===== config.mk =====
export PLATFORM = sky130hd
export DESIGN_NAME = key_wakeup_input_config
export DESIGN_NICKNAME = d
export VERILOG_FILES = /design/src/design/key_wake_pkg.sv /design/src/design/key_cond_detect.sv /design/src/design/key_wakeup_input_config.sv
export SDC_FILE = /design/constraint.sdc
export NUM_CORES = 1
export LEC_CHECK = 0
export BUFFER_PORTS_ARGS = -buffer_cell sky130_fd_sc_hd__buf_4
export CORE_ASPECT_RATIO = 0.7
export CORE_MARGIN = 2
export CORE_UTILIZATION = 40
export DETAILED_ROUTE_END_ITERATION = 16
export PLACE_DENSITY = 0.71
export SYNTH_ARGS = -nofsm -noshare
export SYNTH_HDL_FRONTEND = slang
export SYNTH_HIERARCHICAL = 1
export SYNTH_SLANG_ARGS = --single-unit

===== constraint.sdc =====
create_clock -name clock_i -period 6 [get_ports clock_i]
set_input_delay 0.3 -clock clock_i [delete_from_list [all_inputs] [get_ports clock_i]]
set_output_delay 0.3 -clock clock_i [all_outputs]
set_load 0.03 [all_outputs]

===== src/design/key_wake_pkg.sv =====
// Purpose: constants shared by the key wake-up input configuration block
// Assumes: AHB-Lite slave, 32-bit data, one register per aligned word
// Notes: byte address of a register is four times its index
//
// Behaviour
// - Config bit 7 picks pull-up mode: 0 static, 1 dynamic.
// - Config bits 6..4 pick low, high, falling, rising or both edges.
// - Config bit 0 enables the channel key interrupt input.
// - Reset clears bits 7 and 0, field resets to falling edge code.
`default_nettype none

package key_wake_pkg;

  // ==========================================================
  // register indices and byte addresses
  localparam logic [31:0] IDX_CFG_CH6 = 32'hFFFF_F366;
  localparam logic [31:0] IDX_CFG_CH7 = 32'hFFFF_F367;
  localparam logic [31:0] IDX_STATUS = 32'hFFFF_F370;
  localparam logic [31:0] IDX_MASK = 32'hFFFF_F371;
  localparam logic [31:0] IDX_KEYS = 32'hFFFF_F372;
  localparam logic [31:0] ADDR_CFG_CH6 = IDX_CFG_CH6 << 2;
  localparam logic [31:0] ADDR_CFG_CH7 = IDX_CFG_CH7 << 2;
  localparam logic [31:0] ADDR_STATUS = IDX_STATUS << 2;
  localparam logic [31:0] ADDR_MASK = IDX_MASK << 2;
  localparam logic [31:0] ADDR_KEYS = IDX_KEYS << 2;

  // ==========================================================
  // channel config fields
  localparam int NUM_CH = 2;
  localparam int CFG_PULL_BIT = 7;
  localparam int CFG_COND_LSB = 4;
  localparam int CFG_EN_BIT = 0;
  localparam logic [7:0] CFG_RESET = 8'h20;
  localparam logic [7:0] CFG_WMASK = 8'hF1;
  localparam logic [1:0] IRQ_RESET = 2'h0;

  // ==========================================================
  // active condition codes
  typedef enum logic [2:0] {
    COND_LOW = 3'h0,
    COND_HIGH = 3'h1,
    COND_FALL = 3'h2,
    COND_RISE = 3'h3,
    COND_BOTH = 3'h4
  } cond_t;

  // ==========================================================
  // bus codes
  localparam logic [1:0] HTRANS_NONSEQ = 2'h2;
  localparam logic HRESP_OKAY = 1'b0;

endpackage : key_wake_pkg

`default_nettype wire


===== src/design/key_cond_detect.sv =====
// Purpose: detects the programmed active condition on one key input
// Assumes: key input synchronous to clock_i
// Notes: hit_o is registered, one cycle after the qualifying sample
`timescale 1ns/10ps
`default_nettype none

module key_cond_detect
  import key_wake_pkg::*;
(
  input wire logic clock_i,
  input wire logic rst_n_i,
  input wire logic key_i,
  input wire logic enable_i,
  input wire logic [2:0] cond_i,
  output logic hit_o
);

  // ==========================================================
  // edge history
  logic prev_q;
  logic primed_q;
  logic hit_q;
  wire logic rise_w;
  wire logic fall_w;
  wire logic hit_d;

  assign rise_w = primed_q && key_i && !prev_q;
  assign fall_w = primed_q && !key_i && prev_q;

  // ==========================================================
  // condition select
  assign hit_d = enable_i && (
    (cond_i == COND_LOW) ? !key_i :
    (cond_i == COND_HIGH) ? key_i :
    (cond_i == COND_FALL) ? fall_w :
    (cond_i == COND_RISE) ? rise_w :
    (cond_i == COND_BOTH) ? (rise_w || fall_w) : 1'b0);

  always_ff @(posedge clock_i) begin
    if (!rst_n_i) begin
      prev_q <= 1'b0;
      primed_q <= 1'b0;
      hit_q <= 1'b0;
    end else begin
      prev_q <= key_i;
      primed_q <= 1'b1;
      hit_q <= hit_d;
    end
  end

  assign hit_o = hit_q;

  // ==========================================================
  // checks
  AST_FALL_HIT: assert property (@(posedge clock_i) disable iff (!rst_n_i)
    enable_i && cond_i == COND_FALL && primed_q && prev_q && !key_i |=> hit_o)
    else $error("falling edge missed");
  AST_BOTH_HIT: assert property (@(posedge clock_i) disable iff (!rst_n_i)
    enable_i && cond_i == COND_BOTH && primed_q && (prev_q != key_i) |=> hit_o)
    else $error("edge missed in both-edge mode");
  AST_EN_GATE: assert property (@(posedge clock_i) disable iff (!rst_n_i)
    !enable_i |=> !hit_o)
    else $error("hit while disabled");

endmodule : key_cond_detect

`default_nettype wire


===== src/design/key_wakeup_input_config.sv =====
// Purpose: key wake-up config registers for two channels with AHB-Lite access
// Assumes: single-word transfers, zero wait states, inputs synchronous
// Notes: status bits are sticky, cleared by writing one
//
// The AHB-Lite register port is this design's own decision.
`timescale 1ns/10ps
`default_nettype none

module key_wakeup_input_config
  import key_wake_pkg::*;
(
  input wire logic clock_i,
  input wire logic rst_n_i,
  input wire logic hsel_i,
  input wire logic [31:0] haddr_i,
  input wire logic [1:0] htrans_i,
  input wire logic hwrite_i,
  input wire logic [2:0] hsize_i,
  input wire logic [31:0] hwdata_i,
  input wire logic hready_i,
  output logic [31:0] hrdata_o,
  output logic hreadyout_o,
  output logic hresp_o,
  input wire logic key_input_ch6_i,
  input wire logic key_input_ch7_i,
  output logic pullup_mode_ch6_o,
  output logic pullup_mode_ch7_o,
  output logic key_irq_ch6_o,
  output logic key_irq_ch7_o,
  output logic irq_o
);

  // ==========================================================
  // state
  logic [7:0] cfg_q [NUM_CH];
  logic [NUM_CH-1:0] stat_q;
  logic [NUM_CH-1:0] mask_q;
  logic [31:0] rdata_q;
  logic wr_q;
  logic [31:0] wr_addr_q;
  wire logic [NUM_CH-1:0] key_w;
  wire logic [NUM_CH-1:0] hit_w;

  assign key_w = {key_input_ch7_i, key_input_ch6_i};

  // ==========================================================
  // address phase decode
  wire logic addr_ph_w;
  wire logic rd_go_w;
  wire logic [31:0] rd_val_w;
  wire logic [31:0] cfg6_rd_w;
  wire logic [31:0] cfg7_rd_w;

  assign addr_ph_w = hsel_i && hready_i && (htrans_i == HTRANS_NONSEQ);
  assign rd_go_w = addr_ph_w && !hwrite_i;
  assign cfg6_rd_w = {24'h00_0000, cfg_q[0] & CFG_WMASK};
  assign cfg7_rd_w = {24'h00_0000, cfg_q[1] & CFG_WMASK};
  assign rd_val_w =
    (haddr_i == ADDR_CFG_CH6) ? cfg6_rd_w :
    (haddr_i == ADDR_CFG_CH7) ? cfg7_rd_w :
    (haddr_i == ADDR_STATUS) ? {30'h0000_0000, stat_q} :
    (haddr_i == ADDR_MASK) ? {30'h0000_0000, mask_q} :
    (haddr_i == ADDR_KEYS) ? {30'h0000_0000, key_w} : 32'h0000_0000;

  // ==========================================================
  // data phase decode
  wire logic wr_cfg6_w;
  wire logic wr_cfg7_w;
  wire logic wr_stat_w;
  wire logic wr_mask_w;
  wire logic [7:0] wr_cfg_val_w;

  assign wr_cfg6_w = wr_q && (wr_addr_q == ADDR_CFG_CH6);
  assign wr_cfg7_w = wr_q && (wr_addr_q == ADDR_CFG_CH7);
  assign wr_stat_w = wr_q && (wr_addr_q == ADDR_STATUS);
  assign wr_mask_w = wr_q && (wr_addr_q == ADDR_MASK);
  assign wr_cfg_val_w = hwdata_i[7:0] & CFG_WMASK;

  // ==========================================================
  // bus pipeline
  always_ff @(posedge clock_i) begin
    if (!rst_n_i) begin
      wr_q <= 1'b0;
      wr_addr_q <= 32'h0000_0000;
      rdata_q <= 32'h0000_0000;
    end else begin
      wr_q <= addr_ph_w && hwrite_i;
      wr_addr_q <= haddr_i;
      rdata_q <= rd_go_w ? rd_val_w : 32'h0000_0000;
    end
  end

  assign hrdata_o = rdata_q;
  assign hreadyout_o = 1'b1;
  assign hresp_o = HRESP_OKAY;

  // ==========================================================
  // channel config registers
  always_ff @(posedge clock_i) begin
    if (!rst_n_i) begin
      cfg_q[0] <= CFG_RESET;
      cfg_q[1] <= CFG_RESET;
    end else begin
      if (wr_cfg6_w) begin
        cfg_q[0] <= wr_cfg_val_w;
      end
      if (wr_cfg7_w) begin
        cfg_q[1] <= wr_cfg_val_w;
      end
    end
  end

  assign pullup_mode_ch6_o = cfg_q[0][CFG_PULL_BIT];
  assign pullup_mode_ch7_o = cfg_q[1][CFG_PULL_BIT];

  // ==========================================================
  // per-channel detectors
  genvar ch;
  generate
    for (ch = 0; ch < NUM_CH; ch++) begin : g_ch
      key_cond_detect u_det (
        .clock_i(clock_i),
        .rst_n_i(rst_n_i),
        .key_i(key_w[ch]),
        .enable_i(cfg_q[ch][CFG_EN_BIT]),
        .cond_i(cfg_q[ch][CFG_COND_LSB +: 3]),
        .hit_o(hit_w[ch])
      );
    end
  endgenerate

  assign key_irq_ch6_o = hit_w[0];
  assign key_irq_ch7_o = hit_w[1];

  // ==========================================================
  // sticky status and mask
  wire logic [NUM_CH-1:0] stat_clr_w;
  wire logic [NUM_CH-1:0] stat_d;

  assign stat_clr_w = wr_stat_w ? hwdata_i[NUM_CH-1:0] : 2'h0;
  assign stat_d = (stat_q & ~stat_clr_w) | hit_w;

  always_ff @(posedge clock_i) begin
    if (!rst_n_i) begin
      stat_q <= IRQ_RESET;
      mask_q <= IRQ_RESET;
    end else begin
      stat_q <= stat_d;
      if (wr_mask_w) begin
        mask_q <= hwdata_i[NUM_CH-1:0];
      end
    end
  end

  assign irq_o = |(stat_q & mask_q);

  // ==========================================================
  // checks
  AST_PULL_WRITE: assert property (@(posedge clock_i) disable iff (!rst_n_i)
    wr_cfg6_w |=> pullup_mode_ch6_o == $past(hwdata_i[CFG_PULL_BIT]))
    else $error("pull-up mode not taken from write");
  AST_RESET_VAL: assert property (@(posedge clock_i)
    !rst_n_i |=> cfg_q[0] == CFG_RESET && cfg_q[1] == CFG_RESET)
    else $error("config reset value wrong");
  AST_STAT_SET: assert property (@(posedge clock_i) disable iff (!rst_n_i)
    hit_w[1] |=> stat_q[1] && (irq_o == mask_q[1] || stat_q[0]))
    else $error("status not set by event");
  AST_UNUSED_ZERO: assert property (@(posedge clock_i) disable iff (!rst_n_i)
    rd_go_w && haddr_i == ADDR_CFG_CH7 |=> hrdata_o[3:1] == 3'h0)
    else $error("unused config bits not zero");
  AST_UNUSED_ZERO6: assert property (@(posedge clock_i) disable iff (!rst_n_i)
    rd_go_w && haddr_i == ADDR_CFG_CH6
    |=> hrdata_o[3:1] == 3'h0)
    else $error("unused config bits not zero on channel 6");

  // ==========================================================
  // read path checks
  AST_RDATA_IDLE: assert property (@(posedge clock_i) disable iff (!rst_n_i)
    !rd_go_w
    |=> hrdata_o == 32'h0000_0000)
    else $error("read data not zero outside a read");
  AST_RD_UPPER_ZERO: assert property (@(posedge clock_i) disable iff (!rst_n_i)
    rd_go_w
    |=> hrdata_o[31:8] == 24'h00_0000)
    else $error("upper read data bits not zero");
  AST_RD_CFG6: assert property (@(posedge clock_i) disable iff (!rst_n_i)
    rd_go_w && haddr_i == ADDR_CFG_CH6
    |=> hrdata_o[7:0] == ($past(cfg_q[0]) & CFG_WMASK))
    else $error("channel 6 config read wrong");
  AST_RD_STAT: assert property (@(posedge clock_i) disable iff (!rst_n_i)
    rd_go_w && haddr_i == ADDR_STATUS
    |=> hrdata_o[NUM_CH-1:0] == $past(stat_q))
    else $error("status read wrong");
  AST_RD_MASK: assert property (@(posedge clock_i) disable iff (!rst_n_i)
    rd_go_w && haddr_i == ADDR_MASK
    |=> hrdata_o[NUM_CH-1:0] == $past(mask_q))
    else $error("mask read wrong");
  AST_RD_KEYS: assert property (@(posedge clock_i) disable iff (!rst_n_i)
    rd_go_w && haddr_i == ADDR_KEYS
    |=> hrdata_o[NUM_CH-1:0] == $past(key_w))
    else $error("key level read wrong");

  // ==========================================================
  // config write checks
  AST_PULL_WRITE7: assert property (@(posedge clock_i) disable iff (!rst_n_i)
    wr_cfg7_w
    |=> pullup_mode_ch7_o == $past(hwdata_i[CFG_PULL_BIT]))
    else $error("channel 7 pull-up mode not taken from write");
  AST_COND_WRITE6: assert property (@(posedge clock_i) disable iff (!rst_n_i)
    wr_cfg6_w
    |=> cfg_q[0][CFG_COND_LSB +: 3] == $past(hwdata_i[CFG_COND_LSB +: 3]))
    else $error("channel 6 condition not taken from write");
  AST_COND_WRITE7: assert property (@(posedge clock_i) disable iff (!rst_n_i)
    wr_cfg7_w
    |=> cfg_q[1][CFG_COND_LSB +: 3] == $past(hwdata_i[CFG_COND_LSB +: 3]))
    else $error("channel 7 condition not taken from write");
  AST_EN_WRITE6: assert property (@(posedge clock_i) disable iff (!rst_n_i)
    wr_cfg6_w
    |=> cfg_q[0][CFG_EN_BIT] == $past(hwdata_i[CFG_EN_BIT]))
    else $error("channel 6 enable not taken from write");
  AST_EN_WRITE7: assert property (@(posedge clock_i) disable iff (!rst_n_i)
    wr_cfg7_w
    |=> cfg_q[1][CFG_EN_BIT] == $past(hwdata_i[CFG_EN_BIT]))
    else $error("channel 7 enable not taken from write");
  AST_CFG_HOLD6: assert property (@(posedge clock_i) disable iff (!rst_n_i)
    !wr_cfg6_w
    |=> $stable(cfg_q[0]))
    else $error("channel 6 config changed without write");
  AST_CFG_HOLD7: assert property (@(posedge clock_i) disable iff (!rst_n_i)
    !wr_cfg7_w
    |=> $stable(cfg_q[1]))
    else $error("channel 7 config changed without write");
  AST_CFG_SPARE: assert property (@(posedge clock_i) disable iff (!rst_n_i)
    cfg_q[0][3:1] == 3'h0
    && cfg_q[1][3:1] == 3'h0)
    else $error("unused config bits stored");

  // ==========================================================
  // reset checks
  AST_RESET_OUT: assert property (@(posedge clock_i)
    !rst_n_i
    |=> !pullup_mode_ch6_o && !pullup_mode_ch7_o && !irq_o && stat_q == 2'h0 && mask_q == 2'h0)
    else $error("outputs not cleared by reset");
  AST_RESET_HIT: assert property (@(posedge clock_i)
    !rst_n_i
    |=> hit_w == 2'h0)
    else $error("channel request during reset");

  // ==========================================================
  // event, status and mask checks
  AST_EN_OFF6: assert property (@(posedge clock_i) disable iff (!rst_n_i)
    !cfg_q[0][CFG_EN_BIT]
    |=> !key_irq_ch6_o)
    else $error("channel 6 request while disabled");
  AST_EN_OFF7: assert property (@(posedge clock_i) disable iff (!rst_n_i)
    !cfg_q[1][CFG_EN_BIT]
    |=> !key_irq_ch7_o)
    else $error("channel 7 request while disabled");
  AST_ILLEGAL6: assert property (@(posedge clock_i) disable iff (!rst_n_i)
    cfg_q[0][CFG_COND_LSB +: 3] > 3'h4
    |=> !key_irq_ch6_o)
    else $error("channel 6 request on unused condition code");
  AST_ILLEGAL7: assert property (@(posedge clock_i) disable iff (!rst_n_i)
    cfg_q[1][CFG_COND_LSB +: 3] > 3'h4
    |=> !key_irq_ch7_o)
    else $error("channel 7 request on unused condition code");
  AST_STAT_SET6: assert property (@(posedge clock_i) disable iff (!rst_n_i)
    hit_w[0]
    |=> stat_q[0])
    else $error("channel 6 status not set by event");
  AST_STAT_CLR6: assert property (@(posedge clock_i) disable iff (!rst_n_i)
    wr_stat_w && hwdata_i[0] && !hit_w[0]
    |=> !stat_q[0])
    else $error("channel 6 status not cleared");
  AST_STAT_CLR7: assert property (@(posedge clock_i) disable iff (!rst_n_i)
    wr_stat_w && hwdata_i[1] && !hit_w[1]
    |=> !stat_q[1])
    else $error("channel 7 status not cleared");
  AST_STAT_HOLD6: assert property (@(posedge clock_i) disable iff (!rst_n_i)
    !hit_w[0] && !(wr_stat_w && hwdata_i[0])
    |=> stat_q[0] == $past(stat_q[0]))
    else $error("channel 6 status changed without cause");
  AST_STAT_HOLD7: assert property (@(posedge clock_i) disable iff (!rst_n_i)
    !hit_w[1] && !(wr_stat_w && hwdata_i[1])
    |=> stat_q[1] == $past(stat_q[1]))
    else $error("channel 7 status changed without cause");
  AST_MASK_WRITE: assert property (@(posedge clock_i) disable iff (!rst_n_i)
    wr_mask_w
    |=> mask_q == $past(hwdata_i[NUM_CH-1:0]))
    else $error("mask not taken from write");
  AST_MASK_HOLD: assert property (@(posedge clock_i) disable iff (!rst_n_i)
    !wr_mask_w
    |=> $stable(mask_q))
    else $error("mask changed without write");
  AST_IRQ_SET: assert property (@(posedge clock_i) disable iff (!rst_n_i)
    (stat_q[0] && mask_q[0]) || (stat_q[1] && mask_q[1])
    |-> irq_o)
    else $error("interrupt low with unmasked status");
  AST_IRQ_QUIET: assert property (@(posedge clock_i) disable iff (!rst_n_i)
    (stat_q & mask_q) == 2'h0
    |-> !irq_o)
    else $error("interrupt high without unmasked status");

endmodule : key_wakeup_input_config

`default_nettype wire


==> flow_summary.json, run 1 <==
{
  "result_of_the_run": "finished, final reports clean",
  "finish.utilization_pct": 51.8,
  "drtIter0Drc": 111,
  "wl_per_cell_um": 13.4,
  "worst_tran_pin_value_ns": 1.14,
  "detail_route.drc_violations": 0,
  "share_seq_of_total_power_pct": 49.7,
  "clock_path_buffers": 2,
  "worstRegToRegCells": 4,
  "portion_of_the_post_synthesis_area_used_by_sequential_elements_pct": 53.1,
  "grt_max_degree": 49,
  "die_h_um": 69.0,
  "placement_rows": 23,
  "switchingPower_mw": 0.205,
  "cts.repair.resized": 0,
  "dieArea_mm2": 0.00668,
  "grt_remaining_overflow": 0,
  "critical_path_class": "reg -> reg",
  "yosysUniqueCellTypes": 40,
  "tot_gr_track_use_pct": 15.7,
  "final_period_minus_worst_setup_slack_ns": 2.73,
  "floorplan.io_pins": 115,
  "longest_individual_stage_delay_on_the_worst_path_ns": 0.98,
  "cts_made_buffers": 9,
  "grt_util_met1_pct": 21.2,
  "crit_chain": "or4b_4 > nor4_4 > nand2_2 > o41ai_1",
  "tritoncts": "built",
  "finish.net_count": 361,
  "critical_path.reg2reg.startpoint": "wr_addr_q[1]",
  "hold_depth": 2,
  "synth.ff_latch_count": 59,
  "die_w_um": 96.8,
  "switching_share_pct": 23.9,
  "areaGrowthSynthToFinish_pct": 24.2,
  "drv_cap": 0,
  "hold_path.startpoint": "haddr_i[4]",
  "gr-max-usage-layer": "met2",
  "drt_via_density": 4.62,
  "fmax_mhz": 366,
  "post_synth.cell_area_avg_um2": 10.8,
  "ctsHtreeMaxLevel": 3,
  "grt_antenna_before_repair": 0,
  "crit_path_max_delay_cell_type": "sky130_fd_sc_hd__o41ai_1",
  "end_kind": "flip-flop",
  "clk-insertion-delay-late_ns": 0.33,
  "antenna_violating_nets_post_route": 0,
  "routabilityCongestion": 0.797,
  "totalNegativeSetupSlack_ns": 0,
  "critical_path_required_ns": 5.95,
  "grt_pass1_vias": 1624,
  "fillerInstances": 528,
  "final.setup.worst_slack_ns": 3.27,
  "timing.critical_path.arrival_ns": 2.68,
  "grt_pass1_wl_um": 7880,
  "r2r-end": "cfg_q[0][8]",
  "post-place-ws_ns": 3.25,
  "cts_hold_buf": 0,
  "timing.final.max_slew_violations": 0,
  "power.combinational.fraction_pct": 9.5,
  "yosys_warnings": 6,
  "buffer_ports.inserted": 57,
  "initial_utilization_pct": 41.7,
  "core_area_mm2": 0.00578,
  "cts.sink_count": 59,
  "clock_tree_root": "sky130_fd_sc_hd__clkbuf_8",
  "relative_max_transition_margin_pct": 23.3,
  "drive_gt1_share_pct": 27.9,
  "power_per_cell_area_mw_per_mm2": 286,
  "global_route.usage.met2_pct": 23.1,
  "total_leakage_power_nw": 1.32,
  "synthCells": 224,
  "vdd_ir_drop_max_mv": 0.131,
  "p_int_mw": 0.653,
  "dpl.hpwl_um": 3670,
  "fin_skew_ns": 0.00294,
  "clock_pin_slew_on_the_worst_setup_and_hold_paths_ns": 0.06,
  "p_clk_share_pct": 40.9,
  "global_route.usage.met3_pct": 5.14,
  "cts.repair_timing.setup_buffer_count": 0,
  "min_to": "hrdata_o[1]",
  "final-hold-violation-count": 0,
  "multiInputGateArea_um2": 971,
  "count_of_endpoints_failing_setup_in_the_final_report": 0,
  "synth_area_mm2": 0.00241,
  "num_antenna_cells": 0,
  "hold_path_class": "in -> reg",
  "final_period_util_pct": 45.5,
  "vias": 1687,
  "worst_setup_path_startpoint": "wr_addr_q[1]",
  "layout.area.seq_mm2": 0.00128,
  "detail_route.first_pass.iterations": 4,
  "finalWirelength_um": 4900,
  "rsz0062_at_grt": "false",
  "crit_path_max_fanout": 5,
  "setup.reg_to_reg.worst_slack_ns": 3.27,
  "critPathLaunchType": "flip-flop"
}
## area by class of cell
class                   count  area share (%)
inverters                   8            1.00
clock buffers              11            4.72
multi-input cells         150            32.4
well taps                  75            3.13
flip-flops and latches     59            42.7
clock inverters             5            1.75
repair buffers             57            14.3
## sequential cells by signal, summed over array words and instances, names as in the netlist
register and flops:
wr_addr_q 32, cfg_q 10, hrdata_o 6, g_ch.u_det/hit_o 2, g_ch.u_det/prev_q 2, g_ch.u_det/primed_q 2, mask_q 2, stat_q 2
wr_q 1
## worst max-delay path by stage
stage                       end  slack, ns  cells past startpoint
finish              cfg_q[0][8]       3.27                      4
global route        cfg_q[0][8]       3.04                      4
detailed placement  cfg_q[0][9]       3.25                      4
global placement    cfg_q[0][9]       3.28                      4
CTS                 cfg_q[0][7]       3.20                      4
floorplan           cfg_q[0][0]       3.66                      4
## cell usage in the layout, fill, tap and decap left out, drive strengths merged, types with 2 or more instances in the layout
cell type,netlist,layout
and2,35,35
o311a,2,2
inv,8,8
nand3b,5,5
clkinv,0,3
or4b,2,2
nand3,4,4
o41ai,2,2
nand2,10,10
nand4b,3,3
nor3b,2,2
mux2i,8,8
nand4bb,2,2
a2111oi,4,4
a21oi,3,3
nor4,4,4
nand2b,5,5
buf,28,57
dfxtp,49,49
nand4,9,9
nor2,11,11
edfxtp,10,10
clkbuf,5,11
conb,2,28
## power by group through the flow
stage | combinational [mW] | sequential (mW) | clock [mW]
finish | 0.0814 | 0.426 | 0.351
global route | 0.0889 | 0.428 | 0.380
CTS | 0.0817 | 0.426 | 0.360
detailed placement | 0.0815 | 0.434 | 0
global placement | 0.0805 | 0.434 | 0
floorplan | 0.0605 | 0.434 | 0
## stage by stage
step	hold WS, ns	power [mW]	std cells	area [um2]
after floorplan	0.328	0.494	250	2510
after global placement	0.478	0.515	349	2800
after detailed placement	0.491	0.516	349	2800
after CTS	0.160	0.867	365	3000
after global routing	0.168	0.896	365	3000
final	0.176	0.858	365	3000
## cells in the mapped netlist
cell	number	share of area, %
sky130_fd_sc_hd__a2111oi_0	2	0.73
sky130_fd_sc_hd__a2111oi_2	2	1.2
sky130_fd_sc_hd__a21oi_1	3	0.62
sky130_fd_sc_hd__a221oi_1	1	0.36
sky130_fd_sc_hd__a22o_1	1	0.36
sky130_fd_sc_hd__and2_1	33	8.6
sky130_fd_sc_hd__and2_2	2	0.62
sky130_fd_sc_hd__and3b_1	1	0.36
sky130_fd_sc_hd__buf_4	28	8.7
sky130_fd_sc_hd__clkbuf_1	5	0.78
sky130_fd_sc_hd__conb_1	2	0.31
sky130_fd_sc_hd__dfxtp_1	49	41
sky130_fd_sc_hd__edfxtp_1	10	12
sky130_fd_sc_hd__inv_1	8	1.2
sky130_fd_sc_hd__mux2i_1	8	3.3
sky130_fd_sc_hd__nand2_1	9	1.4
sky130_fd_sc_hd__nand2_2	1	0.26
sky130_fd_sc_hd__nand2b_1	5	1.3
sky130_fd_sc_hd__nand3_1	4	0.83
sky130_fd_sc_hd__nand3b_1	5	1.6
sky130_fd_sc_hd__nand4_1	8	2.1
sky130_fd_sc_hd__nand4_2	1	0.52
sky130_fd_sc_hd__nand4b_1	3	1.1
sky130_fd_sc_hd__nand4bb_1	2	0.93
sky130_fd_sc_hd__nor2_1	11	1.7
sky130_fd_sc_hd__nor2b_1	1	0.26
sky130_fd_sc_hd__nor3b_1	2	0.62
sky130_fd_sc_hd__nor4_1	2	0.52
sky130_fd_sc_hd__nor4_4	2	1.8
sky130_fd_sc_hd__nor4b_1	1	0.36
sky130_fd_sc_hd__o21a_1	1	0.31
sky130_fd_sc_hd__o21ai_0	1	0.21
sky130_fd_sc_hd__o221a_1	1	0.47
sky130_fd_sc_hd__o2bb2ai_1	1	0.36
sky130_fd_sc_hd__o311a_1	2	0.83
sky130_fd_sc_hd__o31a_1	1	0.36
sky130_fd_sc_hd__o41ai_1	2	0.73
sky130_fd_sc_hd__or2_1	1	0.26
sky130_fd_sc_hd__or4b_1	1	0.41
sky130_fd_sc_hd__or4b_4	1	0.57
## cells by family (layout without fill, tap and decap cells)
| group | Yosys count | after routing | share of synthesized area [%] |
|---|---|---|---|
| buffers and inverters | 41 | 81 | 10.7 |
| multiplexers | 8 | 8 | 3.32 |
| AO/OA/AOI/OAI | 18 | 18 | 6.58 |
| other | 2 | 28 | 0.311 |
| AND/OR/NAND/NOR | 96 | 96 | 26.0 |
| flip-flops | 59 | 59 | 53.1 |
## layer usage
metal	routed length, um	part of all wire [%]
met1	2390	49
met2	2070	42
met3	367	7.5
met4	73	1.5
met5	0	0
## worst max-delay path: cells and delay by family, from the launching register on
kind,cells,cell delay [ns]
and+or+nand+nor,3,1.06
AOI/OAI and AO/OA,1,0.98
DFF,1,0.31
(Power assumes the default switching activity.)
==> inputs of run 2 (changes only) <==
Settings changed: ABC_AREA set to 1.
Clock period 6 ns to 2.5 ns, I/O delays scaled along.
==> flow_summary.json, run 2 <==
{
  "buffer_ports.inserted": 57,
  "p_int_mw": 1.77,
  "clk-insertion-delay-late_ns": 0.34,
  "synth.ff_latch_count": 59,
  "grt_remaining_overflow": 0,
  "grt_pass1_wl_um": 10400,
  "crit_path_max_delay_cell_type": "sky130_fd_sc_hd__dfxtp_1",
  "layout.cells.most_common_list": "99 x sky130_fd_sc_hd__nand2_1, 72 x sky130_fd_sc_hd__inv_1, 58 x sky130_fd_sc_hd__buf_4, 49 x sky130_fd_sc_hd__dfxtp_1, 37 x sky130_fd_sc_hd__nor2_1",
  "multiInputGateArea_mm2": 0.00111,
  "grt_antenna_before_repair": 0,
  "vias": 2440,
  "largest_reg_flops": 32,
  "critical_path_required_ns": 2.53,
  "grt_max_degree": 45,
  "dpl.hpwl_um": 4660,
  "min_to": "mask_q[1]",
  "drive_gt1_share_pct": 20.4,
  "hold_depth": 3,
  "detail_route.drc_violations": 0,
  "synthCells": 382,
  "grt_pass1_vias": 2302,
  "fmax_mhz": 610,
  "drt_via_density": 4.24,
  "cts_made_buffers": 9,
  "fillerInstances": 620,
  "synth_enable_flop_cells": 10,
  "placement_rows": 25,
  "synth_top_area_share_pct": 34.8,
  "portion_of_the_post_synthesis_area_used_by_sequential_elements_pct": 45.5,
  "die_w_um": 104,
  "areaGrowthSynthToFinish_pct": 34.6,
  "crit_path_max_fanout": 5,
  "synth.cells.most_frequent": "99 x sky130_fd_sc_hd__nand2_1, 72 x sky130_fd_sc_hd__inv_1, 49 x sky130_fd_sc_hd__dfxtp_1, 37 x sky130_fd_sc_hd__nor2_1, 28 x sky130_fd_sc_hd__buf_4",
  "critPathTopFamily": "simple AND/OR/NAND/NOR gates",
  "layout.area.seq_mm2": 0.00128,
  "synth_top_cells_by_area": "sky130_fd_sc_hd__dfxtp_1 35%, sky130_fd_sc_hd__nand2_1 13%, sky130_fd_sc_hd__edfxtp_1 11%, sky130_fd_sc_hd__inv_1 9.6%, sky130_fd_sc_hd__buf_4 7.5%",
  "drv_cap": 0,
  "worstRegToRegCells": 8,
  "worst-path-buf-inv": 0,
  "finalWirelength_um": 6230,
  "num_antenna_cells": 0,
  "cts_hold_buf": 31,
  "clock_path_buffers": 2,
  "ctsHtreeMaxLevel": 3,
  "longest_individual_stage_delay_on_the_worst_path_ns": 0.36,
  "final.setup.worst_slack_ns": 0.861,
  "crit_chain": "nand2_1 > nor2_1 > nand4_1 > nor2_2 > nand2_1 > nor2_1 > nand2_1 > nand2_1",
  "power_per_cell_area_mw_per_mm2": 614,
  "cts.repair.resized": 0,
  "critical_path.reg2reg.startpoint": "wr_addr_q[29]",
  "hold_path.startpoint": "hwdata_i[1]",
  "yosys_most_used_dff": "sky130_fd_sc_hd__dfxtp_1",
  "end_kind": "flip-flop",
  "floorplan.io_pins": 115,
  "critPathLaunchType": "flip-flop",
  "final-hold-violation-count": 0,
  "r2r-end": "cfg_q[0][8]",
  "count_of_endpoints_failing_setup_in_the_final_report": 0,
  "cp_common_cell": "sky130_fd_sc_hd__nand2_1",
  "timing.critical_path.arrival_ns": 1.67,
  "drtIter0Drc": 99,
  "routabilityCongestion": 0.812,
  "registers.top_by_ff_count": "wr_addr_q",
  "result_of_the_run": "finished, final reports clean",
  "hold_path_class": "in -> reg",
  "core_area_mm2": 0.00679,
  "clock_tree_root": "sky130_fd_sc_hd__clkbuf_8",
  "cts.sink_count": 59,
  "wl_per_cell_um": 10.8,
  "timing.final.max_slew_violations": 0,
  "share_seq_of_total_power_pct": 44.1,
  "tritoncts": "built",
  "die_h_um": 74.2,
  "yosysUniqueCellTypes": 33,
  "synth_area_mm2": 0.00282,
  "final_period_minus_worst_setup_slack_ns": 1.64,
  "power.combinational.fraction_pct": 11.2,
  "ys_async_sr_fraction_pct": 0,
  "total_leakage_power_nw": 1.95,
  "cts.repair_timing.setup_buffer_count": 0,
  "dieArea_mm2": 0.00774,
  "post-synth-top-area-cell": "sky130_fd_sc_hd__dfxtp_1",
  "antenna_violating_nets_post_route": 0,
  "p_clk_share_pct": 44.7,
  "setup.reg_to_reg.worst_slack_ns": 0.86,
  "totalNegativeSetupSlack_ns": 0,
  "fin_skew_ns": 0.00681,
  "post-place-ws_ns": 0.911,
  "clock_pin_slew_on_the_worst_setup_and_hold_paths_ns": 0.07,
  "finish.net_count": 552,
  "switchingPower_mw": 0.552,
  "switching_share_pct": 23.7,
  "yosys_warnings": 6,
  "vdd_ir_drop_max_mv": 0.256,
  "rsz0062_at_grt": "false",
  "critical_path_class": "reg -> reg",
  "initial_utilization_pct": 41.5,
  "mostFrequentLayoutCell": "sky130_fd_sc_hd__nand2_1",
  "synth_most_common_cell": "sky130_fd_sc_hd__nand2_1",
  "detail_route.first_pass.iterations": 4,
  "post_synth.cell_area_avg_um2": 7.37,
  "tot_gr_track_use_pct": 17.4,
  "final_period_util_pct": 65.6
}
==> run 2: how the worst max path moves through the flow <==
stage                   from          end  slack (ns)  cells after the start
6_report       wr_addr_q[29]  cfg_q[0][8]        0.86                      8
5_1_grt        wr_addr_q[29]  cfg_q[0][6]        0.65                      8
4_1_cts        wr_addr_q[29]  cfg_q[0][7]        0.87                      8
3_5_place_dp   wr_addr_q[29]  cfg_q[0][9]        0.91                      8
3_3_place_gp   wr_addr_q[28]  cfg_q[0][9]        0.94                      8
2_1_floorplan  wr_addr_q[29]  cfg_q[0][0]        0.92                      6
==> run 2: layout make-up <==
class / count / area share [%]
Multi-Input combinational cell: 239 / 29.3
Inverter: 78 / 7.76
Tap cell: 94 / 3.10
Clock inverter: 7 / 3.04
Clock buffer: 9 / 3.27
Timing Repair Buffer: 89 / 19.7
Sequential cell: 59 / 33.8
==> run 2: worst reg2reg max path: cells and delay by family, from the launching register on <==
family	cells	cell delay, ns
AND/OR/NAND/NOR	8	0.96
flip-flops	1	0.36
==> run 2: metrics by stage <==
| step | hold WS, ns | total power, mW | instance area [um2] | util [%] | std cells |
|---|---|---|---|---|---|
| finish | 0.0141 | 2.33 | 3790 | 55.8 | 575 |
| CTS | 0.000977 | 2.34 | 3790 | 55.8 | 575 |
| floorplan | 0.153 | 1.21 | 2910 | - | 408 |
| detailed placement | 0.317 | 1.27 | 3240 | 47.7 | 528 |
| global route | 0.00462 | 2.42 | 3790 | 55.8 | 575 |
| global placement | 0.318 | 1.26 | 3240 | 47.7 | 528 |
==> run 2: power by group through the flow <==
stage | Sequential [mW] | Combinational [mW] | Clock (mW)
CTS | 1.03 | 0.259 | 1.06
global placement | 1.05 | 0.215 | 0
detailed placement | 1.05 | 0.220 | 0
floorplan | 1.04 | 0.160 | 0
finish | 1.03 | 0.260 | 1.04
global route | 1.03 | 0.288 | 1.10
==> run 2: kinds of logic (layout without fill, tap and decap cells) <==
kind of cell           count (synthesis)  in the layout  synth area share (%)
buffers and inverters                110            183                  18.5
AND/OR/NAND/NOR                      194            194                  32.0
AO/OA/AOI/OAI                         17             17                  3.73
flip-flops                            59             59                  45.5
other                                  2             28                 0.267
==> run 2: routing by layer <==
metal	global-route usage [%]	vias up	wire length, um
met5	0	-	0
met4	5.86	0	65
met3	5.70	6	393
met2	27.7	72	2860
met1	22.8	1072	2920
li1	-	1290	-
